--- src/rtl/oad_pkg.sv ---
package oad_pkg;

   // Operand addressing methods
   typedef enum logic [2:0]
   {
      MD_REG = 3'b000,
      MD_DIR = 3'b001,
      MD_IND = 3'b010,
      MD_IMM = 3'b011,
      MD_BIX = 3'b100
   } oad_mode_t;

   // Address spaces an operand can land in
   typedef enum logic [2:0]
   {
      SP_NONE = 3'b000,
      SP_IRAM = 3'b001,
      SP_SFR = 3'b010,
      SP_AUX = 3'b011,
      SP_XDATA = 3'b100,
      SP_CODE = 3'b101,
      SP_IMM = 3'b110
   } oad_space_t;

   // Status word location and reset value
   localparam logic [7:0] PSW_ADDR = 8'hd0;
   localparam logic [7:0] PSW_RESET = 8'h00;
   // Bank select field positions in the status word
   localparam int BANK_LOW_BIT = 3;
   localparam int BANK_HIGH_BIT = 4;
   // Registers per bank and number of banks
   localparam int REGS_PER_BANK = 8;
   localparam int NUM_BANKS = 4;
   // First direct address of the special function registers
   localparam logic [7:0] SFR_BASE = 8'h80;
   // First byte of the bit-addressable RAM
   localparam logic [7:0] BIT_BYTE_BASE = 8'h20;
   // Highest on-chip auxiliary RAM location (1791)
   localparam logic [15:0] AUX_TOP = 16'h06ff;
   // Auxiliary page code that maps to no memory
   localparam logic [2:0] AUX_PAGE_BAD = 3'h7;
   // Request to answer delay in clock cycles
   localparam int DECODE_LATENCY = 2;

endpackage

--- src/rtl/oad_bank_ram.sv ---
module oad_bank_ram
   #(
   parameter int WIDTH = 8,
   parameter int DEPTH = 32,
   parameter int ADDR_W = 5
   )
   (
   input wire logic i_clk,
   input wire logic i_rst_n,
   input wire logic i_wr_en,
   input wire logic [ADDR_W-1:0] i_wr_addr,
   input wire logic [WIDTH-1:0] i_wr_data,
   input wire logic [ADDR_W-1:0] i_rd_addr,
   output logic [WIDTH-1:0] o_rd_data
   );

   // Storage array, no reset
   logic [WIDTH-1:0] mem [DEPTH];

   // Write port
   always_ff @(posedge i_clk)
   begin
      if (i_wr_en)
      begin
         mem[i_wr_addr] <= i_wr_data;
      end
   end

   // Registered read port, old data on collision
   always_ff @(posedge i_clk)
   begin
      if (!i_rst_n)
      begin
         o_rd_data <= '0;
      end
      else
      begin
         o_rd_data <= mem[i_rd_addr];
      end
   end

endmodule

--- src/rtl/oad_decoder.sv ---
module oad_decoder
   import oad_pkg::*;
   #(
   parameter int BANK_WORDS = REGS_PER_BANK * NUM_BANKS
   )
   (
   input wire logic i_clk,
   input wire logic i_rst_n,
   input wire logic i_req,
   input wire oad_mode_t i_mode,
   input wire logic i_dest,
   input wire logic i_move,
   input wire logic i_xmove,
   input wire logic i_xdptr,
   input wire logic i_bit_op,
   input wire logic [2:0] i_reg_sel,
   input wire logic [7:0] i_direct,
   input wire logic [7:0] i_imm,
   input wire logic [15:0] i_dptr,
   input wire logic [15:0] i_pc,
   input wire logic i_base_pc,
   input wire logic [7:0] i_index,
   input wire logic i_aux_ram_disable,
   input wire logic [2:0] i_aux_page_select,
   input wire logic i_wb,
   input wire logic [7:0] i_wb_data,
   output logic o_valid,
   output oad_space_t o_space,
   output logic [15:0] o_addr,
   output logic o_bit,
   output logic [2:0] o_bit_pos,
   output logic [7:0] o_imm,
   output logic o_rd_dest,
   output logic o_wr_ok,
   output logic o_err,
   output oad_mode_t o_mode,
   output logic [7:0] o_psw
   );

   // Bank RAM address of a register in the active bank
   function automatic logic [4:0] bank_addr(input logic [1:0] bank,
                                            input logic [2:0] sel);
      bank_addr = {bank, sel};
   endfunction

   // Captured request fields
   logic s1_valid;
   oad_mode_t s1_mode;
   logic s1_dest;
   logic s1_move;
   logic s1_xmove;
   logic s1_xdptr;
   logic s1_bit_op;
   logic [2:0] s1_reg_sel;
   logic [7:0] s1_direct;
   logic [7:0] s1_imm;
   logic [15:0] s1_base;
   logic [7:0] s1_index;
   logic s1_ard;
   logic [2:0] s1_page;
   // Active bank as it stood when the request was taken
   logic [1:0] s1_bank;
   // Pointer register value read from the bank RAM
   logic [7:0] ptr_value;
   // Active bank from the status word
   logic [1:0] bank;
   // Bank RAM write strobe and address
   logic bank_wr;
   logic [4:0] bank_wr_addr;
   // Decoded next answer
   oad_space_t next_space;
   logic [15:0] next_addr;
   logic next_bit;
   logic [2:0] next_bit_pos;
   logic next_err;
   logic next_wr_ok;
   logic next_rd_dest;

   assign bank = o_psw[BANK_HIGH_BIT:BANK_LOW_BIT];

   // Capture a request
   always_ff @(posedge i_clk)
   begin
      if (!i_rst_n)
      begin
         s1_valid <= 1'b0;
         s1_mode <= MD_REG;
         s1_dest <= 1'b0;
         s1_move <= 1'b0;
         s1_xmove <= 1'b0;
         s1_xdptr <= 1'b0;
         s1_bit_op <= 1'b0;
         s1_reg_sel <= '0;
         s1_direct <= '0;
         s1_imm <= '0;
         s1_base <= '0;
         s1_index <= '0;
         s1_ard <= 1'b0;
         s1_page <= '0;
         s1_bank <= '0;
      end
      else
      begin
         s1_valid <= i_req;
         if (i_req)
         begin
            s1_mode <= i_mode;
            s1_dest <= i_dest;
            s1_move <= i_move;
            s1_xmove <= i_xmove;
            s1_xdptr <= i_xdptr;
            s1_bit_op <= i_bit_op;
            s1_reg_sel <= i_reg_sel;
            s1_direct <= i_direct;
            s1_imm <= i_imm;
            // Program counter base only for table look-ups
            s1_base <= (i_base_pc && (i_mode == MD_BIX)) ? i_pc : i_dptr;
            s1_index <= i_index;
            s1_ard <= i_aux_ram_disable;
            s1_page <= i_aux_page_select;
            // Bank before any same-cycle status write
            s1_bank <= bank;
         end
      end
   end

   // Write-back into bank RAM when last target is a bank byte
   // banks occupy 0-31
   assign bank_wr = i_wb && o_wr_ok && (o_space == SP_IRAM) && !o_bit
                    && (o_addr < 16'(BANK_WORDS));
   assign bank_wr_addr = o_addr[4:0];

   // Bank RAM mirror, read port fetches pointer R0 or R1
   oad_bank_ram
      #(
      .WIDTH(8),
      .DEPTH(BANK_WORDS),
      .ADDR_W(5)
      )
   u_bank_ram
      (
      .i_clk(i_clk),
      .i_rst_n(i_rst_n),
      .i_wr_en(bank_wr),
      .i_wr_addr(bank_wr_addr),
      .i_wr_data(i_wb_data),
      .i_rd_addr(bank_addr(bank, {2'b00, i_reg_sel[0]})),
      .o_rd_data(ptr_value)
      );

   // Status word: direct byte or bit writes at its address
   always_ff @(posedge i_clk)
   begin
      if (!i_rst_n)
      begin
         o_psw <= PSW_RESET;
      end
      else if (i_wb && o_wr_ok && (o_space == SP_SFR))
      begin
         if (o_bit && (o_addr[7:0] == PSW_ADDR))
         begin
            o_psw[o_bit_pos] <= i_wb_data[0];
         end
         else if (!o_bit && (o_addr[7:0] == PSW_ADDR))
         begin
            o_psw <= i_wb_data;
         end
      end
   end

   // Operand decode
   always_comb
   begin
      next_space = SP_NONE;
      next_addr = '0;
      next_bit = 1'b0;
      next_bit_pos = '0;
      next_err = 1'b0;
      case (s1_mode)
         MD_REG:
         begin
            next_space = SP_IRAM;
            next_addr = {11'h000, bank_addr(s1_bank, s1_reg_sel)};
         end
         MD_DIR:
         begin
            if (s1_bit_op)
            begin
               next_bit = 1'b1;
               next_bit_pos = s1_direct[2:0];
               if (s1_direct < SFR_BASE)
               begin
                  next_space = SP_IRAM;
                  next_addr = {8'h00,
                               BIT_BYTE_BASE + {4'h0, s1_direct[6:3]}};
               end
               else
               begin
                  next_space = SP_SFR;
                  next_addr = {8'h00, s1_direct[7:3], 3'b000};
               end
            end
            else if (s1_direct < SFR_BASE)
            begin
               next_space = SP_IRAM;
               next_addr = {8'h00, s1_direct};
            end
            else
            begin
               next_space = SP_SFR;
               next_addr = {8'h00, s1_direct};
            end
         end
         MD_IND:
         begin
            if (s1_xmove && s1_xdptr)
            begin
               if (s1_ard || (s1_base > AUX_TOP))
               begin
                  next_space = SP_XDATA;
               end
               else
               begin
                  next_space = SP_AUX;
               end
               next_addr = s1_base;
            end
            else if (s1_xmove)
            begin
               if (s1_ard)
               begin
                  next_space = SP_XDATA;
                  next_addr = {8'h00, ptr_value};
               end
               else if (s1_page == AUX_PAGE_BAD)
               begin
                  next_err = 1'b1;
               end
               else
               begin
                  next_space = SP_AUX;
                  next_addr = {5'h00, s1_page, ptr_value};
               end
            end
            else
            begin
               // indirect reaches all 256 RAM bytes
               next_space = SP_IRAM;
               next_addr = {8'h00, ptr_value};
            end
         end
         MD_IMM:
         begin
            next_space = SP_IMM;
         end
         MD_BIX:
         begin
            next_space = SP_CODE;
            next_addr = s1_base + {8'h00, s1_index};
         end
         default:
         begin
            next_err = 1'b1;
         end
      endcase
      // immediate and base-index cannot be written
      if (s1_dest && ((s1_mode == MD_IMM) || (s1_mode == MD_BIX)))
      begin
         next_err = 1'b1;
      end
      next_wr_ok = s1_dest && !next_err && (next_space != SP_NONE)
                   && ((s1_mode == MD_REG) || (s1_mode == MD_DIR)
                       || (s1_mode == MD_IND));
      next_rd_dest = next_wr_ok && !s1_move;
   end

   // Answer registers, all but o_valid held until the next decode
   always_ff @(posedge i_clk)
   begin
      if (!i_rst_n)
      begin
         o_valid <= 1'b0;
         o_space <= SP_NONE;
         o_addr <= '0;
         o_bit <= 1'b0;
         o_bit_pos <= '0;
         o_imm <= '0;
         o_rd_dest <= 1'b0;
         o_wr_ok <= 1'b0;
         o_err <= 1'b0;
         o_mode <= MD_REG;
      end
      else
      begin
         o_valid <= s1_valid;
         if (s1_valid)
         begin
            o_space <= next_space;
            o_addr <= next_addr;
            o_bit <= next_bit;
            o_bit_pos <= next_bit_pos;
            o_imm <= s1_imm;
            o_rd_dest <= next_rd_dest;
            o_wr_ok <= next_wr_ok;
            o_err <= next_err;
            o_mode <= s1_mode;
         end
      end
   end
endmodule

--- config.mk ---
export PLATFORM = sky130hd
export DESIGN_NAME = oad_decoder
export DESIGN_NICKNAME = d
export VERILOG_FILES = /design/src/rtl/oad_pkg.sv /design/src/rtl/oad_bank_ram.sv /design/src/rtl/oad_decoder.sv
export SDC_FILE = /design/constraint.sdc
export NUM_CORES = 1
export LEC_CHECK = 0
export ABC_CLOCK_PERIOD_IN_PS = 3800
export BUFFER_PORTS_ARGS = -buffer_cell sky130_fd_sc_hd__buf_2
export CELL_PAD_IN_SITES_DETAIL_PLACEMENT = 0
export CELL_PAD_IN_SITES_GLOBAL_PLACEMENT = 2
export CORE_ASPECT_RATIO = 0.5
export CORE_UTILIZATION = 41
export CTS_BUF_LIST = sky130_fd_sc_hd__clkbuf_2
export DETAILED_ROUTE_END_ITERATION = 6
export GPL_ROUTABILITY_DRIVEN = 0
export PLACE_DENSITY_LB_ADDON = 0.1
export SLEW_MARGIN = 20
export SYNTH_ARGS = -nofsm -noshare
export SYNTH_HDL_FRONTEND = slang
export SYNTH_SLANG_ARGS = --single-unit
--- constraint.sdc ---
create_clock -name i_clk -period 3.8 [get_ports i_clk]
set_input_delay 0.57 -clock i_clk [delete_from_list [all_inputs] [get_ports i_clk]]
set_output_delay 0.57 -clock i_clk [all_outputs]
set_load 0.01 [all_outputs]
**After elaboration in Yosys (flattened, before gate mapping)**

Memories as Yosys holds them, arrays and structs flattened. A register that Yosys moved wholly into a read port is not among the register bits.
Index checks and enable logic that the tools add are counted.

- Add/subtract/negate cells: 2
- Multipliers: 0
- Div/mod/pow operators: 0
- $lt $le $gt $ge: 5
- Equal/unequal tests: 9
- Shifts and indexed selects: 0
- Muxes and demuxes: 32
- Bitwise operators: 0
- Reduce and logical (&&, ||, !) cells: 28

Operators with widths:

| operator | count |
|---|---|
| two-way mux 16 bit | 4 |
| one-hot mux 16 bit (4 select lines) | 1 |
| two-way mux 8 bit | 3 |
| two-way mux 11 bit | 2 |
| two-way mux 3 bit | 6 |
| adder 16 x 8 -> 16 bit | 1 |
| > comparator 16 x 11 -> 1 bit (second input constant) | 1 |
| less-than comparator 16 x 6 -> 1 bit (second input constant) | 1 |
| logical AND 1 bit | 15 |
| one-hot mux 3 bit (5 select lines) | 1 |
| two-way mux 1 bit | 10 |
| == test 3 x 2 -> 1 bit (second input constant) | 3 |
| == test 3 bit (second input constant) | 3 |
| bitwise mux 8 bit | 1 |
| == test 8 bit (second input constant) | 1 |
| less-than comparator 8 bit (second input constant) | 1 |
| adder 6 x 4 -> 7 bit (first input constant) | 1 |
| == test 3 x 1 -> 1 bit (second input constant) | 2 |
| logical NOT 1 bit | 4 |
| logical OR 1 bit | 4 |
| less-than comparator 3 x 4 -> 1 bit (second input constant) | 1 |
| two-way mux 2 bit | 2 |
| OR reduction 4 bit | 1 |
| demux 1 bit (select 3 bit) | 1 |
| 6 further kinds | 6 |

- Register bits after elaboration: 104
- Bits in latches: 0
- Bits in writable memories: 256
- Bits in read-only memories: 0
- Output and inout port bits: 46
- Memories: 1

Memories:

| name | depth | width | rd ports | clocked after memory_dff | wr ports | line | source |
|---|---|---|---|---|---|---|---|
| u_bank_ram.mem | 32 | 8 | 1 | 1 | 1 | oad_bank_ram.sv:18 | `logic [WIDTH-1:0] mem [DEPTH];` |

**Depth between registers and ports, before layout**

Gate-level depths: netlist of the first run.

- Word-level depth: 12
- Depth in mapped cells: 9
- Gate-level depth less buffers: 8

**By module**

A second synthesis of the first run with hierarchy kept.

- Cell total of the unflattened synthesis: 1,066
- Area total of the unflattened synthesis: 15,299.7 um^2

By module, submodules not included:

| module | times used | cells each | area each (um^2) |
|---|---|---|---|
| oad_bank_ram | 1 | 473 | 10,211.0 |
| oad_decoder | 1 | 593 | 5,088.6 |

**Worst setup path after synthesis of the first run**

No wires, ideal clock.

- Path kind: input-to-reg
- Start: in i_wb
- End: mem u_bank_ram.mem[8][0] (enable)
- Arrival time: 2,323 ps
- Required time: 3,405 ps
- Setup slack: 1,082 ps
- Stages: 6
- Buffers on the path: 0
- Cells stage by stage: and4bb_2 nand4_1 nor4_1 nor2b_1 nand2_1 nor4_1

- Cells in the longest elaborated chain, start to end: 6

RTL lines:

| item | line | source |
|---|---|---|
| start, declared | oad_decoder.sv:25 | `input wire logic i_wb,` |
| logical AND 1 bit (3 in series) | oad_decoder.sv:129 | `assign bank_wr = i_wb && o_wr_ok && (o_space == SP_IRAM) && !o_bit` |
| logical AND 1 bit | oad_decoder.sv:130 | `&& (o_addr < 16'(BANK_WORDS));` |
| two-way mux 1 bit | oad_bank_ram.sv:23 | `if (i_wr_en)` |
| two-way mux 1 bit (not written as such) | oad_bank_ram.sv:25 | `mem[i_wr_addr] <= i_wr_data;` |
| end, declared | oad_bank_ram.sv:18 |  |

No other way between the ends.

**Worst setup path after layout of the first run**

- Start: reg o_space[0]
- End: mem u_bank_ram.mem[9][3] (enable)

- Cells in the longest elaborated chain, start to end: 6

RTL lines:

| item | line | source |
|---|---|---|
| start, declared | oad_decoder.sv:28 | `output oad_space_t o_space,` |
| start signal, assigned | oad_decoder.sv:298 | `o_space <= next_space;` |
| == test 3 x 1 -> 1 bit | oad_decoder.sv:129 |  |
| logical AND 1 bit (2 in series) | oad_decoder.sv:129 |  |
| logical AND 1 bit | oad_decoder.sv:130 |  |
| two-way mux 1 bit | oad_bank_ram.sv:23 |  |
| two-way mux 1 bit (not written as such) | oad_bank_ram.sv:25 |  |

No other way between the ends.

==> flow_metrics.tcl, run 1 <==
set metrics [dict create \
    vias 5916 \
    dieArea_um2 19620 \
    final_cell_mix "buf_2, dfxtp_1, nor2_1" \
    crit_path_max_fanout 8 \
    p_leak_nw 3.612 \
    syn2layout_area_growth_pct 17.08 \
    n_antenna_cell 0 \
    ir_worst_vdd_mv 0.1829 \
    netlist-cell-type-count 60 \
    fin_util 0.4932 \
    dpl.hpwl_mm 14.65 \
    cp.arrival_ns 3.10 \
    slew_viol_final 0 \
    hold_end "s1_index[0]$_SDFFE_PN0P_" \
    p_clk_frac 0.276 \
    clk_pin_slew_worst_paths_ns 0.24 \
    grt_start_max_net_pins 75 \
    synth-seq-cells 176 \
    htree_num_levels 4 \
    wl_per_cell_um 18.73 \
    rrSetupSlack_ns 1.10 \
    drt_iter0_drc 407 \
    coreArea_um2 18520 \
    first_global_vias 5644 \
    p_comb_frac 0.106 \
    worstSetupStartpointType "flip-flop" \
    die_x_um 197.1 \
    power_switching_uw 917.5 \
    hold_buffers 23 \
    clock_skew_ns 0.05121 \
    synth-edff-count 64 \
    reg2reg_from "o_space[0]$_SDFFE_PN0P_" \
    rsz0062_at_grt "no" \
    reg2regPathDepth 7 \
    vias_per_cell 5.320 \
    drc_errors 0 \
    power_frac_seq 0.619 \
    syn_area_um2 7804 \
    root_buffer "clkbuf_2" \
    overflow 0 \
    ys_seq_area_frac 0.5336 \
    fp.dieH_um 99.56 \
    finalSetupViolations 0 \
    min_period_ns 2.697 \
    async_flop_share 0 \
    cts_resized 0 \
    tns_ns 0 \
    path_class "reg -> reg" \
    hold_viol 0 \
    numCtsBuffers 17 \
    synth_cells 701 \
    reg2reg_to "u_bank_ram.mem[9][3]$_DFFE_PP_" \
    wirelength_mm 20.83 \
    grt_usage 0.2184 \
    slew_headroom 0.3072 \
    power.switching_fraction 0.2749 \
    required_ns 4.20 \
    drv_cap 0 \
    cts_setup_buffers 0 \
    final_common_cell "buf_2" \
    drive_above_1_share 0.2380 \
    outcome "finished, final reports clean" \
    synthFlopType "dfxtp_1" \
    power_density_nw_per_um2 365.3 \
    boundaryPins 130 \
    initial_core_util 0.4213 \
    hold_start "i_index[0]" \
    drt_pass1_iterations 5 \
    ys_warn_count 0 \
    cts_buffer_depth 2 \
    grt_pass1_wl_mm 32.25 \
    worst_pin_slew_ns 1.039 \
    syn-num-nets 794 \
    nets 933 \
    p_int_mw 2.420 \
    num_rows 35 \
    clk_latency_ns 0.76 \
    critical_path.cell_chain "nor4b_1, nand4_1, nor4_1, buf_4, nor2b_1, nand2_1, nor2_1" \
    clock_sinks 176 \
    cts_tree "yes" \
    hold_path_class "in -> reg" \
    timing.fmax_ghz 0.3708 \
    portBuffers 129 \
    slowest_stage "nor2_1" \
    antenna_found_initial 0 \
    ant_nets 0 \
    crit_path_max_incr_delay_ns 0.56 \
    syn_area_per_cell_um2 11.13 \
    hold_path_depth 3 \
    finalCritPeriodShare 0.7098 \
    cp-end-kind "flip-flop" \
]
registers in the layout (all words and copies together) (netlist names), 2 cells and up:
register / flops
o_psw: 8
o_mode: 3
s1_index: 8
u_bank_ram.mem: 64
s1_reg_sel: 3
o_imm: 8
o_bit_pos: 3
u_bank_ram.o_rd_data: 8
o_space: 3
s1_page: 3
s1_imm: 8
o_addr: 16
s1_direct: 8
s1_base: 16
s1_mode: 3
s1_bank: 2
layout make-up:
cell class                      count  area (um^2)
Multi-Input combinational cell    472         3438
Inverter                           10        37.54
Timing Repair Buffer              163        963.4
Tap cell                          259        324.1
Sequential cell                   176         4164
Clock inverter                     12        108.9
Clock buffer                       20        100.1
Fill cell                        1743         9388
worst max path at each step:
| stage | startpoint | to | slack [ns] | cells past startpoint |
|---|---|---|---|---|
| after floorplan | i_wb | u_bank_ram.mem[8][0]$_DFFE_PP_ | 1.08 | 6 |
| after global placement | i_wb | u_bank_ram.mem[9][3]$_DFFE_PP_ | 1.22 | 8 |
| after detailed placement | i_wb | u_bank_ram.mem[9][3]$_DFFE_PP_ | 1.14 | 8 |
| after CTS | o_psw[3]$_SDFFE_PN0P_ | o_psw[3] | 1.12 | 1 |
| after global routing | o_space[0]$_SDFFE_PN0P_ | u_bank_ram.mem[9][5]$_DFFE_PP_ | 0.90 | 7 |
| final | o_space[0]$_SDFFE_PN0P_ | u_bank_ram.mem[9][3]$_DFFE_PP_ | 1.10 | 7 |
power groups by stage:
stage,registers (mW),logic (mW),clock network (mW)
6_report,2.06,0.353,0.919
5_1_grt,2.08,0.392,1.04
4_1_cts,2.06,0.356,0.958
3_5_place_dp,2.10,0.337,0
3_3_place_gp,2.10,0.334,0
2_1_floorplan,2.08,0.217,0
Yosys cell counts, types with 2 or more instances:
cell type / instances / area, um^2
o21bai_1: 2 / 15.01
and2_1: 4 / 25.02
or3_1: 2 / 12.51
o211ai_1: 2 / 15.01
buf_4: 2 / 15.01
ha_1: 8 / 100.1
xor2_1: 3 / 26.28
buf_2: 8 / 40.04
nand2b_1: 4 / 25.02
nor4_1: 7 / 43.79
mux4_2: 16 / 360.4
a221o_1: 5 / 50.05
o211a_1: 9 / 90.09
nand2_1: 40 / 150.1
a221oi_1: 3 / 26.28
buf_1: 9 / 33.78
or2_2: 2 / 12.51
o311a_1: 2 / 20.02
xnor2_1: 4 / 35.03
nor3b_1: 3 / 22.52
nor2b_1: 20 / 125.1
a22o_1: 3 / 26.28
o22ai_1: 3 / 18.77
nor3_1: 8 / 40.04
mux2i_1: 86 / 860.8
clkbuf_1: 24 / 90.09
o21a_1: 3 / 22.52
inv_1: 10 / 37.54
nand4_1: 2 / 12.51
and3_1: 4 / 25.02
a311oi_2: 7 / 105.1
o21ai_0: 30 / 150.1
a222oi_1: 3 / 30.03
nand3_1: 9 / 45.04
nor2_1: 98 / 367.9
a22oi_1: 3 / 22.52
and4_1: 2 / 17.52
a31oi_1: 14 / 87.58
a21oi_1: 28 / 140.1
dfxtp_1: 112 / 2242
edfxtp_1: 64 / 1922
a211oi_1: 11 / 82.58
a21o_1: 5 / 37.54
routing by layer:
metal,vias to the layer above,track usage,wire [um]
met4,0,0.06738,302
met5,-,0,0
li1,2871,-,-
met2,156,0.3262,8954
met1,2864,0.3116,10310
met3,25,0.05324,1259
through the flow:
stage | hold WS (ns) | power, mW | instances | area, um^2 | worst slack (ns)
detailed placement | 0.4450 | 2.440 | 1056 | 8687 | 1.139
finish | 0.05250 | 3.337 | 1112 | 9136 | 1.103
CTS | 0.0009924 | 3.379 | 1111 | 9126 | 1.123
global route | 0.009715 | 3.505 | 1112 | 9136 | 0.8976
floorplan | 0.4220 | 2.297 | 701 | 7804 | 1.082
global placement | 0.4479 | 2.436 | 1056 | 8687 | 1.220
critical path, delay by kind of cell, from the launching register on:
family / cells / cell delay, ns
flip-flops: 1 / 0.45
AND/OR/NAND/NOR: 6 / 1.70
buffers and inverters: 1 / 0.22
logic make-up after synthesis:
kind of cell	share of synthesized area
AND/OR/NAND/NOR	0.1347
adder cells (fa/ha/maj)	0.01539
buffers and inverters	0.02774
multiplexers	0.1565
XOR/XNOR	0.007856
flip-flops	0.5336
AO/OA/AOI/OAI	0.1243
Power figures use the tool's default switching activity.
==> run 2, diff against run 1 <==
--- a/config.mk
+++ b/config.mk
@@ -5,12 +5,12 @@
 export SDC_FILE = /design/constraint.sdc
 export NUM_CORES = 1
 export LEC_CHECK = 0
-export ABC_CLOCK_PERIOD_IN_PS = 3800
+export ABC_CLOCK_PERIOD_IN_PS = 2250
 export BUFFER_PORTS_ARGS = -buffer_cell sky130_fd_sc_hd__buf_2
 export CELL_PAD_IN_SITES_DETAIL_PLACEMENT = 0
 export CELL_PAD_IN_SITES_GLOBAL_PLACEMENT = 2
 export CORE_ASPECT_RATIO = 0.5
-export CORE_UTILIZATION = 41
+export CORE_UTILIZATION = 34
 export CTS_BUF_LIST = sky130_fd_sc_hd__clkbuf_2
 export DETAILED_ROUTE_END_ITERATION = 6
 export GPL_ROUTABILITY_DRIVEN = 0
==> constraint.sdc (replaced) <==
create_clock -name i_clk -period 2.25 [get_ports i_clk]
set_input_delay 0.3375 -clock i_clk [delete_from_list [all_inputs] [get_ports i_clk]]
set_output_delay 0.3375 -clock i_clk [all_outputs]
set_load 0.01 [all_outputs]
==> flow_metrics.tcl, run 2 (synthesis results as in run 1) <==
set metrics [dict create \
    dieArea_um2 23600 \
    n_fill_cell 2150 \
    overflow 0 \
    fin_util 0.4612 \
    min_period_ns 2.121 \
    htree_num_levels 4 \
    hold_viol 0 \
    syn2layout_area_growth_pct 30.37 \
    power_density_nw_per_um2 574.7 \
    slew_headroom 0.4557 \
    path_class "reg -> reg" \
    ant_nets 0 \
    drt_pass1_iterations 5 \
    largest_reg_flops 64 \
    grt_pass1_wl_mm 34.88 \
    clock_skew_ns 0.03914 \
    clk_pin_slew_worst_paths_ns 0.25 \
    cts_buffer_depth 2 \
    outcome "finished, final reports clean" \
    power_mw 5.846 \
    crit_path_max_fanout 8 \
    num_rows 38 \
    finalCritPeriodShare 0.9425 \
    cp.arrival_ns 2.66 \
    finalSetupViolations 0 \
    regMostFlops "u_bank_ram.mem" \
    boundaryPins 130 \
    drc_errors 0 \
    n_antenna_cell 0 \
    dpl.cell_count 1133 \
    final_cell_mix "buf_2, dfxtp_1, nor2_1" \
    required_ns 2.79 \
    initial_core_util 0.3537 \
    clock_sinks 176 \
    ir_worst_vdd_mv 0.4739 \
    drt_iter0_drc 343 \
    slew_viol_final 0 \
    wl_per_cell_um 18.07 \
    grt_usage 0.1983 \
    numCtsBuffers 17 \
    whs_ns 0.1065 \
    vias_per_cell 4.982 \
    cp-end-kind "flip-flop" \
    timing.fmax_ghz 0.4716 \
    hold_path_class "in -> reg" \
    worstSetupStartpointType "flip-flop" \
    fp.dieH_um 109.1 \
    die_x_um 216.3 \
    vias 6233 \
    antenna_found_initial 0 \
    first_global_vias 6137 \
    nets 1031 \
    final_common_cell "buf_2" \
    worst_pin_slew_ns 0.8164 \
    coreArea_um2 22060 \
    portBuffers 129 \
    drv_cap 0 \
    cts_tree "yes" \
    grt_start_max_net_pins 75 \
    p_leak_nw 4.088 \
    clk_latency_ns 0.79 \
    dpl.hpwl_mm 15.72 \
    final_cells 1251 \
    wirelength_mm 22.61 \
    root_buffer "clkbuf_2" \
    reg_top3 "u_bank_ram.mem: 64 flops, o_addr: 16 flops, s1_base: 16 flops" \
    drive_above_1_share 0.2587 \
]
## run 2: cell count changes in the layout (fill, tap and decap cells not counted), moves of 2 or more
| cell | delta |
|---|---|
| buf_12 | +3 |
| buf_4 | +33 |
| clkbuf_2 | -2 |
| dlygate4sd3_1 | +62 |
| nor4_1 | -3 |
| nor4_2 | +2 |
| clkinv_4 | +2 |
## run 2: power breakdown
group | switching, mW | internal, mW | leakage, nW
sequential | 0.0841 | 3.39 | 1.49
combinational | 0.369 | 0.383 | 2.46
clock | 1.20 | 0.426 | 0.138
## run 2: timing repair
item	4_1_cts	5_1_grt
buffers inserted	0	0
endpoints found under the hold margin	142	0
gates resized for setup	0	6
endpoints found under the setup margin	0	20
hold buffers	86	0
## run 2: path summary, 6_finish.rpt
path,start,endpoint,slack (ns),cells after the start
worst max-delay path,o_space[2]$_SDFFE_PN0P_,u_bank_ram.mem[8][2]$_DFFE_PP_,0.13,8
worst min-delay path,i_req,s1_base[10]$_SDFFE_PN0P_,0.11,4
worst max register to register,o_space[2]$_SDFFE_PN0P_,u_bank_ram.mem[8][2]$_DFFE_PP_,0.13,8
worst min register to register,s1_move$_SDFFE_PN0P_,o_rd_dest$_SDFFE_PN0P_,0.48,1
## run 2: final cells by class
class | count | area (um^2) | share of cell area
multi-input combinational | 472 | 3483 | 0.3424
timing repair buffer | 261 | 1892 | 0.1860
sequential | 176 | 4165 | 0.4094
clock inverter | 14 | 130.1 | 0.01279
inverter | 10 | 37.54 | 0.003690
clock buffer | 18 | 90.09 | 0.008855
tap | 300 | 375.4 | 0.03690
## run 2: per-layer routing
| metal | vias up | track usage | wire length [um] |
|---|---|---|---|
| met5 | - | 0 | 0 |
| met4 | 0 | 0.05885 | 255 |
| met3 | 17 | 0.03905 | 728 |
| met2 | 96 | 0.3075 | 10040 |
| met1 | 3051 | 0.2801 | 11580 |
| li1 | 3069 | - | - |
## run 2: critical path, stage by stage (launching register included)
cell and delay, ns:
dfxtp_1 0.38, and4bb_2 0.31, nand4_1 0.09, nor4_1 0.19
buf_4 0.21, nor2b_1 0.20, nand2_1 0.12, nor4_4 0.15
buf_4 0.21
## run 2: per-stage QoR
stage	cell area, um^2	worst slack, ns	TNS (ns)
finish	10170	0.1294	0
global route	10170	-0.03878	-0.3075
CTS	10150	0.02156	0
detailed placement	9072	0.06308	0
global placement	9072	0.07313	0
floorplan	7830	0.07783	0
